===== src/pkg/gim_pkg.sv =====
// Shared constants, register map and state types of the bus interface message handler.
// Assumes a single 10 MHz system clock and an Avalon-MM master with waitrequest.
package gim_pkg;

  // ----------------------------------------------------------------
  // Clock and timing
  // ----------------------------------------------------------------
  localparam int unsigned CLK_HZ = 10000000;
  localparam int unsigned RTL_TIMEOUT_MS = 7500;
  localparam int unsigned RTL_TIMEOUT_CYC = RTL_TIMEOUT_MS * (CLK_HZ / 1000);
  localparam int unsigned RTL_CNT_W = 27;

  // ----------------------------------------------------------------
  // Multiline interface command codes (seven bits, with ATN)
  // ----------------------------------------------------------------
  localparam logic [6:0] CODE_GTL = 7'h01;
  localparam logic [6:0] CODE_SDC = 7'h04;
  localparam logic [6:0] CODE_GET = 7'h08;
  localparam logic [6:0] CODE_LLO = 7'h11;
  localparam logic [6:0] CODE_DCL = 7'h14;
  localparam logic [6:0] CODE_SPE = 7'h18;
  localparam logic [6:0] CODE_SPD = 7'h19;
  localparam logic [6:0] CODE_UNL = 7'h3f;
  localparam logic [6:0] CODE_UNT = 7'h5f;
  localparam logic [6:0] LISTEN_BASE = 7'h20;
  localparam logic [6:0] TALK_BASE = 7'h40;

  // ----------------------------------------------------------------
  // Register map (byte addresses) and fields
  // ----------------------------------------------------------------
  localparam logic [3:0] REG_CONFIG = 4'h0;
  localparam logic [3:0] REG_POLL_BYTE = 4'h4;
  localparam logic [3:0] REG_STATUS = 4'h8;
  localparam int unsigned CFG_ADDR_LSB = 0;
  localparam int unsigned CFG_MODE_LSB = 5;
  localparam int unsigned CFG_SRC_BUS = 7;
  localparam logic [4:0] RST_PRIM_ADDR = 5'h0a;
  localparam logic [7:0] RST_POLL_BYTE = 8'h00;

  // Trigger modes held in the configuration register.
  typedef enum logic [1:0] {
    single_triggered_mode = 2'h0,
    free_running_mode = 2'h1,
    burst_mode = 2'h2,
    gated_mode = 2'h3
  } gim_single_triggered_mode_e;

  // Remote/local machine, Gray coded around the usual loop.
  typedef enum logic [1:0] {
    local_state = 2'h0,
    remote_state = 2'h1,
    remote_lockout_state = 2'h3,
    local_lockout_state = 2'h2
  } gim_rl_e;

  // Avalon-MM request from the master.
  typedef struct packed {
    logic read;
    logic write;
    logic [3:0] address;
    logic [31:0] writedata;
    logic [3:0] byteenable;
  } gim_av_req_s;

  // Complete state of the handler.
  typedef struct packed {
    logic talker;
    logic listener;
    logic spoll;
    gim_rl_e rl;
    logic rtl;
    logic [RTL_CNT_W-1:0] rtl_cnt;
    logic waitreq;
    logic [31:0] rdata;
    logic [4:0] prim_addr;
    gim_single_triggered_mode_e single_triggered_mode_mode;
    logic single_triggered_mode_bus;
    logic [7:0] poll_byte;
    logic dev_clear;
    logic trigger;
    logic rtl_error;
    logic cmd_exec;
    logic cmd_error;
    logic talk_valid;
    logic [7:0] talk_byte;
    logic addr_ind;
    logic remote_ind;
    logic srq;
  } gim_state_s;

endpackage : gim_pkg


===== src/core/gim_handler.sv =====
// Instrument-side handler for bus interface messages and the remote/local machine.
// Assumes the acceptor handshake delivers one strobe per received byte, all inputs are
// synchronous to clk, and the register master is Avalon-MM with waitrequest.
//
// Register access over Avalon-MM and the address map were chosen for this implementation.

module gim_handler
  import gim_pkg::*;
#(
  parameter int unsigned RTL_TIMEOUT_CYCLES = RTL_TIMEOUT_CYC
) (
  input wire logic clk, // System clock, 10 MHz.
  input wire logic arst_n, // Asynchronous reset, active low.
  input wire gim_av_req_s av_req, // Avalon-MM request group.
  output logic [31:0] av_readdata, // Avalon-MM read data.
  output logic av_waitrequest, // Avalon-MM wait request.
  input wire logic bus_atn, // Attention line, high when asserted.
  input wire logic bus_ifc, // Interface clear line, high when asserted.
  input wire logic bus_ren, // Remote enable line, high when asserted.
  input wire logic rx_strobe, // One pulse per byte accepted from the bus.
  input wire logic [7:0] rx_byte, // Byte accepted from the bus.
  input wire logic dev_cmd_valid, // Parsed device command ready to run.
  input wire logic dev_cmd_query, // That command is a query.
  input wire logic dev_pending, // Unexecuted settings or commands exist.
  input wire logic fp_setting_key, // Setting-changing front-panel key pressed.
  input wire logic fp_entry_done, // Front-panel entry executed.
  input wire logic talk_req, // Source handshake wants the next byte.
  input wire logic [7:0] outbuf_byte, // Next byte of the output buffer.
  output logic talk_valid, // Pulse: talk_byte is to be sent.
  output logic [7:0] talk_byte, // Byte offered to the source handshake.
  output logic talker_active, // Talker is addressed.
  output logic listener_active, // Listener is addressed.
  output logic dev_clear, // Pulse: flush buffers and unexecuted settings.
  output logic dev_trigger, // Pulse: bus trigger.
  output logic cmd_exec, // Pulse: run the offered command.
  output logic cmd_error, // Pulse: offered command refused.
  output logic rtl_error, // Pulse: return-to-local cut off pending work.
  output logic addressed_indicator, // Address lamp.
  output logic remote_indicator, // Remote lamp.
  output logic srq // Service request line drive, high to assert.
);

  // ----------------------------------------------------------------
  // State registers
  // ----------------------------------------------------------------
  gim_state_s st;
  gim_state_s next_st;

  // Decoded view of the received byte, the configuration and the Avalon request.
  logic is_cmd;
  logic [6:0] code;
  logic [6:0] my_listen;
  logic [6:0] my_talk;
  logic single_triggered_mode_enabled;
  logic to_remote;
  logic go_local;
  logic lockout;
  logic av_take;

  // ----------------------------------------------------------------
  // Command decode helpers
  // ----------------------------------------------------------------
  // The eighth data bit carries parity on some controllers, so it is dropped.
  assign is_cmd = rx_strobe & bus_atn;
  assign code = rx_byte[6:0];
  assign my_listen = LISTEN_BASE + {2'h0, st.prim_addr};
  assign my_talk = TALK_BASE + {2'h0, st.prim_addr};
  // Bus trigger needs one of the three triggering modes and the bus as source.
  assign single_triggered_mode_enabled = st.single_triggered_mode_bus & (st.single_triggered_mode_mode != gated_mode);
  assign to_remote = is_cmd & bus_ren & (code == my_listen);
  assign go_local = is_cmd & st.listener & (code == CODE_GTL);
  assign lockout = is_cmd & st.listener & bus_ren & (code == CODE_LLO);
  // A request is served at the edge where waitrequest has been low for a cycle.
  assign av_take = (av_req.read | av_req.write) & ~st.waitreq;

  // ----------------------------------------------------------------
  // Next-state logic
  // ----------------------------------------------------------------
  // One pass computes the whole next state; pulses default low each cycle.
  always_comb begin
    next_st = st;
    next_st.dev_clear = 1'b0;
    next_st.trigger = 1'b0;
    next_st.rtl_error = 1'b0;
    next_st.cmd_exec = 1'b0;
    next_st.cmd_error = 1'b0;
    next_st.talk_valid = 1'b0;

    // Addressing.  Unlisten is checked first so an address of 31 cannot alias it.
    if (is_cmd) begin
      if (code == CODE_UNL) begin
        next_st.listener = 1'b0;
      end else if (code == CODE_UNT) begin
        next_st.talker = 1'b0;
      end else if (code == my_listen) begin
        next_st.listener = 1'b1;
        next_st.talker = 1'b0;
      end else if (code == my_talk) begin
        next_st.talker = 1'b1;
        next_st.listener = 1'b0;
      end
    end

    // Universal commands and addressed commands.  Poll configure codes fall through
    // untouched because this device takes no part in parallel poll.
    if (is_cmd) begin
      case (code)
        CODE_DCL: begin
          next_st.dev_clear = 1'b1;
          next_st.spoll = 1'b0;
        end
        CODE_SDC: begin
          next_st.dev_clear = st.listener;
        end
        CODE_GET: begin
          next_st.trigger = st.listener & single_triggered_mode_enabled;
        end
        CODE_SPE: begin
          next_st.spoll = 1'b1;
        end
        CODE_SPD: begin
          next_st.spoll = 1'b0;
        end
        default: begin
          next_st.spoll = next_st.spoll;
        end
      endcase
    end

    // Interface clear overrides any addressing in the same cycle.
    if (bus_ifc) begin
      next_st.talker = 1'b0;
      next_st.listener = 1'b0;
      next_st.spoll = 1'b0;
    end

    // Return-to-local request from the front panel.  Remote-lockout never sees it.
    if (fp_setting_key && st.rl != remote_lockout_state) begin
      next_st.rtl = 1'b1;
      next_st.rtl_cnt = '0;
    end else if (st.rtl) begin
      if (fp_entry_done || st.rtl_cnt == RTL_CNT_W'(RTL_TIMEOUT_CYCLES - 1)) begin
        next_st.rtl = 1'b0;
        next_st.rtl_cnt = '0;
      end else begin
        next_st.rtl_cnt = st.rtl_cnt + 1'b1;
      end
    end

    // Remote/local machine.  Remote enable low wins over everything.
    case (st.rl)
      local_state: begin
        if (lockout) begin
          next_st.rl = local_lockout_state;
        end else if (to_remote && !st.rtl) begin
          next_st.rl = remote_state;
        end
      end
      remote_state: begin
        if (lockout) begin
          next_st.rl = remote_lockout_state;
        end else if (go_local) begin
          next_st.rl = local_state;
        end else if (fp_setting_key) begin
          next_st.rl = local_state;
          next_st.rtl_error = dev_pending;
        end
      end
      remote_lockout_state: begin
        if (go_local) begin
          next_st.rl = local_lockout_state;
        end
      end
      local_lockout_state: begin
        if (to_remote) begin
          next_st.rl = remote_lockout_state;
        end
      end
      default: begin
        next_st.rl = local_state;
      end
    endcase
    if (!bus_ren) begin
      next_st.rl = local_state;
    end

    // Device commands need an addressed listener; local states run queries only.
    if (dev_cmd_valid && st.listener) begin
      if (!dev_cmd_query && (st.rl == local_state || st.rl == local_lockout_state)) begin
        next_st.cmd_error = 1'b1;
      end else begin
        next_st.cmd_exec = 1'b1;
      end
    end

    // Talker data: poll byte in poll mode, output buffer otherwise.  Cleared or
    // unaddressed talkers never offer a byte.
    if (talk_req && st.talker && !bus_atn && !bus_ifc) begin
      next_st.talk_valid = 1'b1;
      next_st.talk_byte = st.spoll ? st.poll_byte : outbuf_byte;
    end

    // Indicators follow the next state so they change together with it.
    next_st.addr_ind = next_st.talker | next_st.listener;
    next_st.remote_ind = (next_st.rl == remote_state) | (next_st.rl == remote_lockout_state);
    // Service request follows the request bit of the poll byte.
    next_st.srq = st.poll_byte[6];

    // Avalon slave: drop waitrequest one cycle after a request arrives, act at
    // the edge that sees it low, then raise it again.  Costs one wait state.
    if (av_take) begin
      next_st.waitreq = 1'b1;
      if (av_req.write && av_req.byteenable[0]) begin
        if (av_req.address == REG_CONFIG) begin
          next_st.prim_addr = av_req.writedata[CFG_ADDR_LSB +: 5];
          next_st.single_triggered_mode_mode = gim_single_triggered_mode_e'(av_req.writedata[CFG_MODE_LSB +: 2]);
          next_st.single_triggered_mode_bus = av_req.writedata[CFG_SRC_BUS];
        end else if (av_req.address == REG_POLL_BYTE) begin
          next_st.poll_byte = av_req.writedata[7:0];
        end
      end
    end else if (av_req.read || av_req.write) begin
      next_st.waitreq = 1'b0;
      case (av_req.address)
        REG_CONFIG: begin
          next_st.rdata = {24'h0, st.single_triggered_mode_bus, st.single_triggered_mode_mode, st.prim_addr};
        end
        REG_POLL_BYTE: begin
          next_st.rdata = {24'h0, st.poll_byte};
        end
        REG_STATUS: begin
          next_st.rdata = {26'h0, st.rl, st.rtl, st.spoll, st.listener, st.talker};
        end
        default: begin
          next_st.rdata = 32'h0;
        end
      endcase
    end
  end

  // ----------------------------------------------------------------
  // State flip-flops
  // ----------------------------------------------------------------
  // Reset leaves the device unaddressed, local and with a neutral configuration.
  always_ff @(posedge clk or negedge arst_n) begin
    if (!arst_n) begin
      st <= '0;
      st.waitreq <= 1'b1;
      st.rl <= local_state;
      st.prim_addr <= RST_PRIM_ADDR;
      st.single_triggered_mode_mode <= single_triggered_mode;
      st.poll_byte <= RST_POLL_BYTE;
    end else begin
      st <= next_st;
    end
  end

  // ----------------------------------------------------------------
  // Outputs, straight from the state flops
  // ----------------------------------------------------------------
  assign av_readdata = st.rdata;
  assign av_waitrequest = st.waitreq;
  assign talk_valid = st.talk_valid;
  assign talk_byte = st.talk_byte;
  assign talker_active = st.talker;
  assign listener_active = st.listener;
  assign dev_clear = st.dev_clear;
  assign dev_trigger = st.trigger;
  assign cmd_exec = st.cmd_exec;
  assign cmd_error = st.cmd_error;
  assign rtl_error = st.rtl_error;
  assign addressed_indicator = st.addr_ind;
  assign remote_indicator = st.remote_ind;
  assign srq = st.srq;

endmodule : gim_handler


===== config.mk =====
export PLATFORM = sky130hd
export DESIGN_NAME = gim_handler
export DESIGN_NICKNAME = d
export VERILOG_FILES = /design/src/pkg/gim_pkg.sv /design/src/core/gim_handler.sv
export SDC_FILE = /design/constraint.sdc
export NUM_CORES = 1
export LEC_CHECK = 0
export BUFFER_PORTS_ARGS = -buffer_cell sky130_fd_sc_hd__buf_2
export CAP_MARGIN = 5
export CORE_UTILIZATION = 38
export CTS_BUF_LIST = sky130_fd_sc_hd__clkbuf_2
export DETAILED_ROUTE_END_ITERATION = 16
export GPL_ROUTABILITY_DRIVEN = 0
export PLACE_DENSITY = 0.67
export SLEW_MARGIN = 5
export SYNTH_ARGS = -nofsm -noshare
export SYNTH_HDL_FRONTEND = slang
export SYNTH_SLANG_ARGS = --single-unit

===== constraint.sdc =====
create_clock -name clk -period 5.8 [get_ports clk]
set_clock_uncertainty 0.2 [all_clocks]
set_input_delay 0.58 -clock clk [delete_from_list [all_inputs] [get_ports clk]]
set_output_delay 0.58 -clock clk [all_outputs]
set_load 0.02 [all_outputs]

==> metrics.yaml, run 1 <==
timing:
  period_needed_ns: 3.06
  max_slew_margin_pct: 24.0
  setup_ws_ns: 2.74
  slew_violations: 0
  tns_ns: 0
  rsz0062_at_grt: "false"
  worst_slew_pin_slew_ns: 1.13
  clock.fmax_mhz: 327
  whs_ns: 0.0676
  finalHoldViolations: 0
  period_share_pct: 52.7
  finalSetupViolCount: 0
global_route:
  busiest_layer: "met2"
  grtUsageMet2_pct: 28.1
  grt_usage_pct: 16.8
  antenna_found_initial: 0
  met3_usage_pct: 3.43
  grt_max_degree: 75
  grt_pass1_wl_um: 14900
  grt.overflow.total: 0
  grt_pass1_vias: 3144
  grtUsageMet1_pct: 21.1
yosys:
  synth_top_area_cell: "dfrtp_1"
  synthArstFlopShare_pct: 100
  ys_types: 57
  synth-seq-area-share_pct: 45.0
  yosysWarnings: 0
  synth_top_area_share_pct: 43.1
  synth_edf_count: 0
  synth.avg_cell_area_um2: 9.68
  synth_ff_type: "dfrtp_1"
  syn_area_um2: 4120
  ys_seq_elements: 74
  syn_inst: 426
  synth.top_cells.by_area: "dfrtp_1 (43%), buf_4 (7.3%), mux2_2 (4.6%)"
floorplan:
  boundaryPins: 122
  initial_core_util_pct: 39.6
  design.core.area_um2: 10400
  die_height_um: 106
  rows: 37
  die_area_um2: 11300
  die_w_um: 106
clock_network:
  clk_pin_slew_ns: 0.23
  clock-sinks: 74
  h-tree-depth: 3
  cts_tree: "built"
  insertion_delay_ns: 0.55
  cts_resized: 0
  cts_buffer_depth: 2
  clock-root-buffer: "clkbuf_2"
  numCtsBuffers: 9
power_and_ir_drop:
  power_frac_comb_pct: 18.3
  p_switching_mw: 0.349
  power_leakage_nw: 2.08
  seq_power_share_pct: 57.7
  p_int_mw: 0.711
  clkPwrFrac_pct: 24.0
  power_mw: 1.06
  p_sw_share_pct: 32.9
  power_density_nw_per_um2: 234
  ir_drop_v: 0.000160
placed_design:
  numPortBuffers: 69
  dpl_cell_area_um2: 4380
  post-place-ws_ns: 2.65
  hpwl_um: 6550
worst_hold_path:
  min_from: "av_req[7]"
  hold_path_end: "st[20]$_DFFE_PN0P_"
  holdPathStages: 2
  hold_class: "in2reg"
worst_setup_path:
  reg2reg_setup_slack_ns: 2.74
  arrival_ns: 3.34
  critical_path.max_stage_delay_ns: 0.86
  crit_chain: "ha_1 > and3_1 > and3_1 > a41oi_2 > buf_4 > o21ai_0 > a31oi_1"
  reg2reg_to: "st[71]$_DFFE_PN0P_"
  crit_fanout: 27
  required_ns: 6.08
  r2r_start: "st[66]$_DFFE_PN0P_"
  setup.worst_path.class: "reg2reg"
  ff2ff_path_depth: 7
  cp_slowest_cell: "a41oi_2"
  end_kind: "flop"
  crit_buf_inv: 1
  cp_top_family: "compound AO/OA/AOI/OAI gates"
  cp-start-kind: "flop"
  critPathMostFrequentCell: "and3_1"
  startpoint: "st[66]$_DFFE_PN0P_"
route:
  wire_per_inst_um: 14.7
  drt_first_pass_iters: 4
  drtIter0Drc: 120
  drc_errors: 0
  vias: 3317
  finalWirelength_um: 9190
  viasPerCell: 5.30
  postRouteAntennaNets: 0
run:
  cap_violations: 0
layout:
  fin_nets: 556
  layout-drive-gt1-share_pct: 24.5
  final_area_um2: 4530
  area_delta_synth_final_pct: 9.98
  n_antenna_cell: 0
run_status:
  outcome: "complete, no violations"
==> registers in the layout (all words and copies together), names as in the netlist <==
register             flops
addressed_indicator      1
av_readdata              8
av_waitrequest           1
cmd_error                1
cmd_exec                 1
dev_clear                1
dev_trigger              1
listener_active          1
next_st                  1
remote_indicator         1
rtl_error                1
srq                      1
st                      45
talk_byte                8
talk_valid               1
talker_active            1
==> power groups by stage <==
stage          sequential (mW)  combinational (mW)  clock [mW]
6_report                 0.611               0.194       0.254
5_1_grt                  0.618               0.214       0.285
4_1_cts                  0.612               0.195       0.267
3_5_place_dp             0.621               0.192           0
3_3_place_gp             0.620               0.188           0
2_1_floorplan            0.614               0.148           0
==> per-stage QoR <==
| step | utilization (%) | instances |
|---|---|---|
| after CTS | 43.4 | 625 |
| final | 43.5 | 626 |
| after detailed placement | 42.0 | 604 |
| after global placement | 42.0 | 604 |
| after global routing | 43.5 | 626 |
| after floorplan | - | 449 |
==> how the worst max path moves through the flow <==
stage | endpoint | slack (ns) | depth (start not counted)
after floorplan | st[25]$_DFFE_PN0P_ | 3.46 | 4
after global placement | st[92]$_DFFE_PN0P_ | 2.70 | 7
after detailed placement | st[92]$_DFFE_PN0P_ | 2.65 | 7
after CTS | st[92]$_DFFE_PN0P_ | 2.77 | 7
after global routing | st[92]$_DFFE_PN0P_ | 2.52 | 7
final | st[71]$_DFFE_PN0P_ | 2.74 | 7
==> final cells by class <==
type / count / area [um^2]
Sequential cell: 74 / 1860
Fill cell: 1026 / 5880
Clock inverter: 5 / 40.0
Clock buffer: 11 / 55.1
Multi-Input combinational cell: 311 / 1940
Tap cell: 136 / 170
Timing Repair Buffer: 78 / 428
Inverter: 11 / 41.3
==> synth_stat cells (all sizes together), types with 2 or more instances <==
| cell | instances |
|---|---|
| or4b | 2 |
| and4 | 2 |
| xnor2 | 6 |
| a22o | 7 |
| and3 | 9 |
| mux2 | 17 |
| or3b | 2 |
| nand2 | 41 |
| and2 | 2 |
| o2bb2ai | 2 |
| o211ai | 3 |
| nor2b | 5 |
| o31ai | 3 |
| mux2i | 17 |
| a221o | 2 |
| or2 | 3 |
| nand3 | 15 |
| a21oi | 31 |
| clkbuf | 9 |
| buf | 44 |
| nand2b | 5 |
| dfrtp | 71 |
| nand3b | 3 |
| dfstp | 3 |
| nand4 | 9 |
| or3 | 3 |
| nor3 | 11 |
| a31oi | 16 |
| nor2 | 28 |
| nor4 | 6 |
| a41oi | 4 |
| inv | 11 |
| o21ai | 16 |
==> per-layer routing <==
layer | wire length, um | part of all wire (%)
met1 | 4050 | 44
met2 | 4580 | 50
met3 | 419 | 4.6
met4 | 144 | 1.6
met5 | 0 | 0
==> repair_timing <==
| item | 4_1_cts | 5_1_grt |
|---|---|---|
| buffers inserted | 0 | 0 |
| endpoints found under the hold margin | 7 | 1 |
| hold buffers | 5 | 1 |
==> layout by cell type, fill, tap and decap left out, drive strengths merged, types with 3 or more instances in the layout <==
master,n
mux2i,17
dfrtp,71
conb,24
or3,3
o21ai,16
dfstp,3
a41oi,4
a22o,7
nand2,41
a31oi,16
or2,3
nor3,11
nor2,28
buf,72
nor4,6
inv,12
nand3b,3
mux2,17
nor2b,5
o211ai,3
clkbuf,11
o31ai,3
and3,9
dlygate4sd3,6
nand3,15
nand4,9
clkinv,4
a21oi,31
nand2b,5
xnor2,6
==> kinds of logic after synthesis <==
group	count (synthesis)	share of synthesized area [%]
compound gates	96	15.1
xor+xnor	6	1.27
fa+ha+maj	1	0.303
buf+inv	64	10.0
flops	74	45.0
mux	34	8.77
other cells	1	0.0910
simple gates	150	19.4
(Power assumes the default switching activity.)
==> inputs of run 2 (changes only) <==
clock period = 3.2 ns   (was 5.8 ns; I/O delays follow)
==> run 2 against run 1 <==
First-iteration DRC count increased by 57%. Total power increased by 100%. Routed wire length increased by 9.6%. Final cell count increased by 7.3%. Count of clock-buffer cells in the layout decreased by 2. Critical path depth decreased by 1. Sequential cell count unchanged. Non-clock buffer count increased by 46. Clock power increased to 2.6 times the previous value. Setup slack got worse by 2.3 ns. Fmax increased by 11%. Largest power group unchanged.
==> metrics.yaml, run 2 (synthesis gave the netlist of run 1 again) <==
timing:
  period_needed_ns: 2.75  # -0.305 ns
  rsz0062_at_grt: "false"
  worst_slew_pin_slew_ns: 1.10  # -0.0279 ns
  clock.fmax_mhz: 363  # +11%
  finalSetupViolCount: 0  # unchanged
  slew_violations: 0  # unchanged
  setup_ws_ns: 0.447  # -2.30 ns
  finalHoldViolations: 0  # unchanged
  max_slew_margin_pct: 25.9  # +1.9 points
  period_share_pct: 86.0  # +33 points
  tns_ns: 0  # unchanged
layout:
  layout-drive-gt1-share_pct: 22.8  # -1.7 points
  layout_commonest_cell: "dfrtp_1"
  final_cell_mix: "dfrtp_1 (71), buf_2 (69), dlygate4sd3_1 (50)"
  multiInputGateArea_um2: 1940  # unchanged
  largest_reg_flops: 45  # unchanged
  n_antenna_cell: 0  # unchanged
  final.fill_count: 970  # -5.5%
  top_register: "st"
  area_delta_synth_final_pct: 23.0
  seqCellArea_um2: 1860  # unchanged
  fin_nets: 602  # +8.3%
worst_setup_path:
  setup.worst_path.class: "reg2reg"
  reg2reg_setup_slack_ns: 0.45  # -2.30 ns
  cp-start-kind: "flop"
  cp_slowest_cell: "or4b_4"
  ff2ff_path_depth: 6  # -1
  r2r_start: "st[75]$_DFFE_PN0P_"
  crit_fanout: 35  # +30%
  cp_top_family: "simple AND/OR/NAND/NOR gates"
  end_kind: "flop"
  required_ns: 3.42  # -2.66 ns
  critical_path.max_stage_delay_ns: 0.56  # -0.30 ns
  reg2reg_to: "st[92]$_DFFE_PN0P_"
  crit_chain: "or4b_4 > nor4_4 > a41oi_2 > buf_12 > a41oi_1 > a31oi_1"
  arrival_ns: 2.98  # -0.36 ns
  crit_buf_inv: 1  # unchanged
global_route:
  grt_max_degree: 42  # -44%
  grtUsageMet2_pct: 31.8  # +3.7 points
  met3_usage_pct: 3.68  # +0.25 points
  grtUsageMet1_pct: 23.2  # +2.1 points
  grt_pass1_wl_um: 16600  # +12%
  busiest_layer: "met2"
  antenna_found_initial: 0  # unchanged
  grt_usage_pct: 18.5  # +1.7 points
  grt.overflow.total: 0  # unchanged
  grt_pass1_vias: 3418  # +8.7%
clock_network:
  cts_setup_buffers: 0  # unchanged
  clock-sinks: 74  # unchanged
  insertion_delay_ns: 0.54  # about the same
  cts_resized: 0  # unchanged
  numCtsBuffers: 9  # unchanged
  cts_tree: "built"
  clock-root-buffer: "clkbuf_2"
  h-tree-depth: 3  # unchanged
  cts_buffer_depth: 2  # unchanged
  clk_pin_slew_ns: 0.26  # +0.03 ns
floorplan:
  design.core.area_um2: 10400  # unchanged
  die_w_um: 106  # unchanged
  die_area_um2: 11300  # unchanged
  rows: 37  # unchanged
  die_height_um: 106  # unchanged
  boundaryPins: 122  # unchanged
  initial_core_util_pct: 39.6  # unchanged
placed_design:
  post-place-ws_ns: 0.490  # -2.16 ns
  numPortBuffers: 69  # unchanged
  hpwl_um: 6900  # +5.2%
route:
  finalWirelength_um: 10100  # +9.6%
  wire_per_inst_um: 15.0  # +2.1%
  vias: 3546  # +6.9%
  viasPerCell: 5.28  # -0.41%
  drc_errors: 0  # unchanged
  drtIter0Drc: 189  # +57%
  postRouteAntennaNets: 0  # unchanged
  drt_first_pass_iters: 5  # +1
worst_hold_path:
  min_from: "av_req[38]"
  holdPathStages: 3  # +1
  hold_class: "in2reg"
  hold_path_end: "av_readdata[7]$_DFFE_PN0P_"
run:
  cap_violations: 0  # unchanged
power_and_ir_drop:
  power_density_nw_per_um2: 425  # +82%
  power_leakage_nw: 2.33  # +12%
  ir_drop_v: 0.000265  # +66%
run_status:
  outcome: "complete, no violations"
run 2: cell types whose count changed in the layout (fill, tap and decap cells not counted), sizes merged:
cell         delta
clkbuf          -2
clkinvlp        +1
bufinv          +2
buf             +2
clkinv          -4
dlygate4sd3    +44
inv             +3
run 2: what timing repair did:
action,CTS,global route
hold buffers,50,0
endpoints found under the setup margin,0,0
hold endpoints to repair,73,0
run 2: area by class of cell:
class	instances	share of cell area (%)
inverter	11	0.814
timing repair buffer	124	17.9
sequential	74	36.6
tap	136	3.35
clock inverter	7	2.12
multi-input combinational	311	38.3
clock buffer	9	0.888
run 2: worst max path at each step:
stage | startpoint | to | slack [ns] | cells after the start
6_report | st[75]$_DFFE_PN0P_ | st[92]$_DFFE_PN0P_ | 0.45 | 6
3_3_place_gp | st[91]$_DFFE_PN0P_ | st[92]$_DFFE_PN0P_ | 0.56 | 6
2_1_floorplan | st[91]$_DFFE_PN0P_ | st[66]$_DFFE_PN0P_ | 0.90 | 6
5_1_grt | st[91]$_DFFE_PN0P_ | st[92]$_DFFE_PN0P_ | 0.26 | 6
4_1_cts | st[91]$_DFFE_PN0P_ | st[92]$_DFFE_PN0P_ | 0.46 | 6
3_5_place_dp | st[91]$_DFFE_PN0P_ | st[92]$_DFFE_PN0P_ | 0.49 | 6
run 2: through the flow:
stage               utilization (%)  area, um^2  std cells  total power [mW]  hold WS, ns
floorplan                         -        4210        449              1.38       -0.176
global placement               42.4        4420        606              1.47        0.234
detailed placement             42.4        4420        606              1.48        0.235
CTS                            48.7        5070        672              2.17      0.00131
global route                   48.7        5070        672              2.27       0.0172
finish                         48.7        5070        672              2.16       0.0163
run 2: layer usage:
layer  vias to the layer above  wire (um)
met5                         -          0
met4                         0        115
met3                        11        457
met2                       114       5130
met1                      1714       4370
li1                       1707          -
run 2: worst min-delay path, stage by stage:
cell and delay, ns:
buf_2 0.18, mux2i_1 0.18, o31ai_1 0.08
run 2: power breakdown:
part           internal [mW]  total, mW  switching [mW]
clock network          0.275      0.656           0.381
registers               1.03       1.11          0.0787
logic                  0.179      0.393           0.214
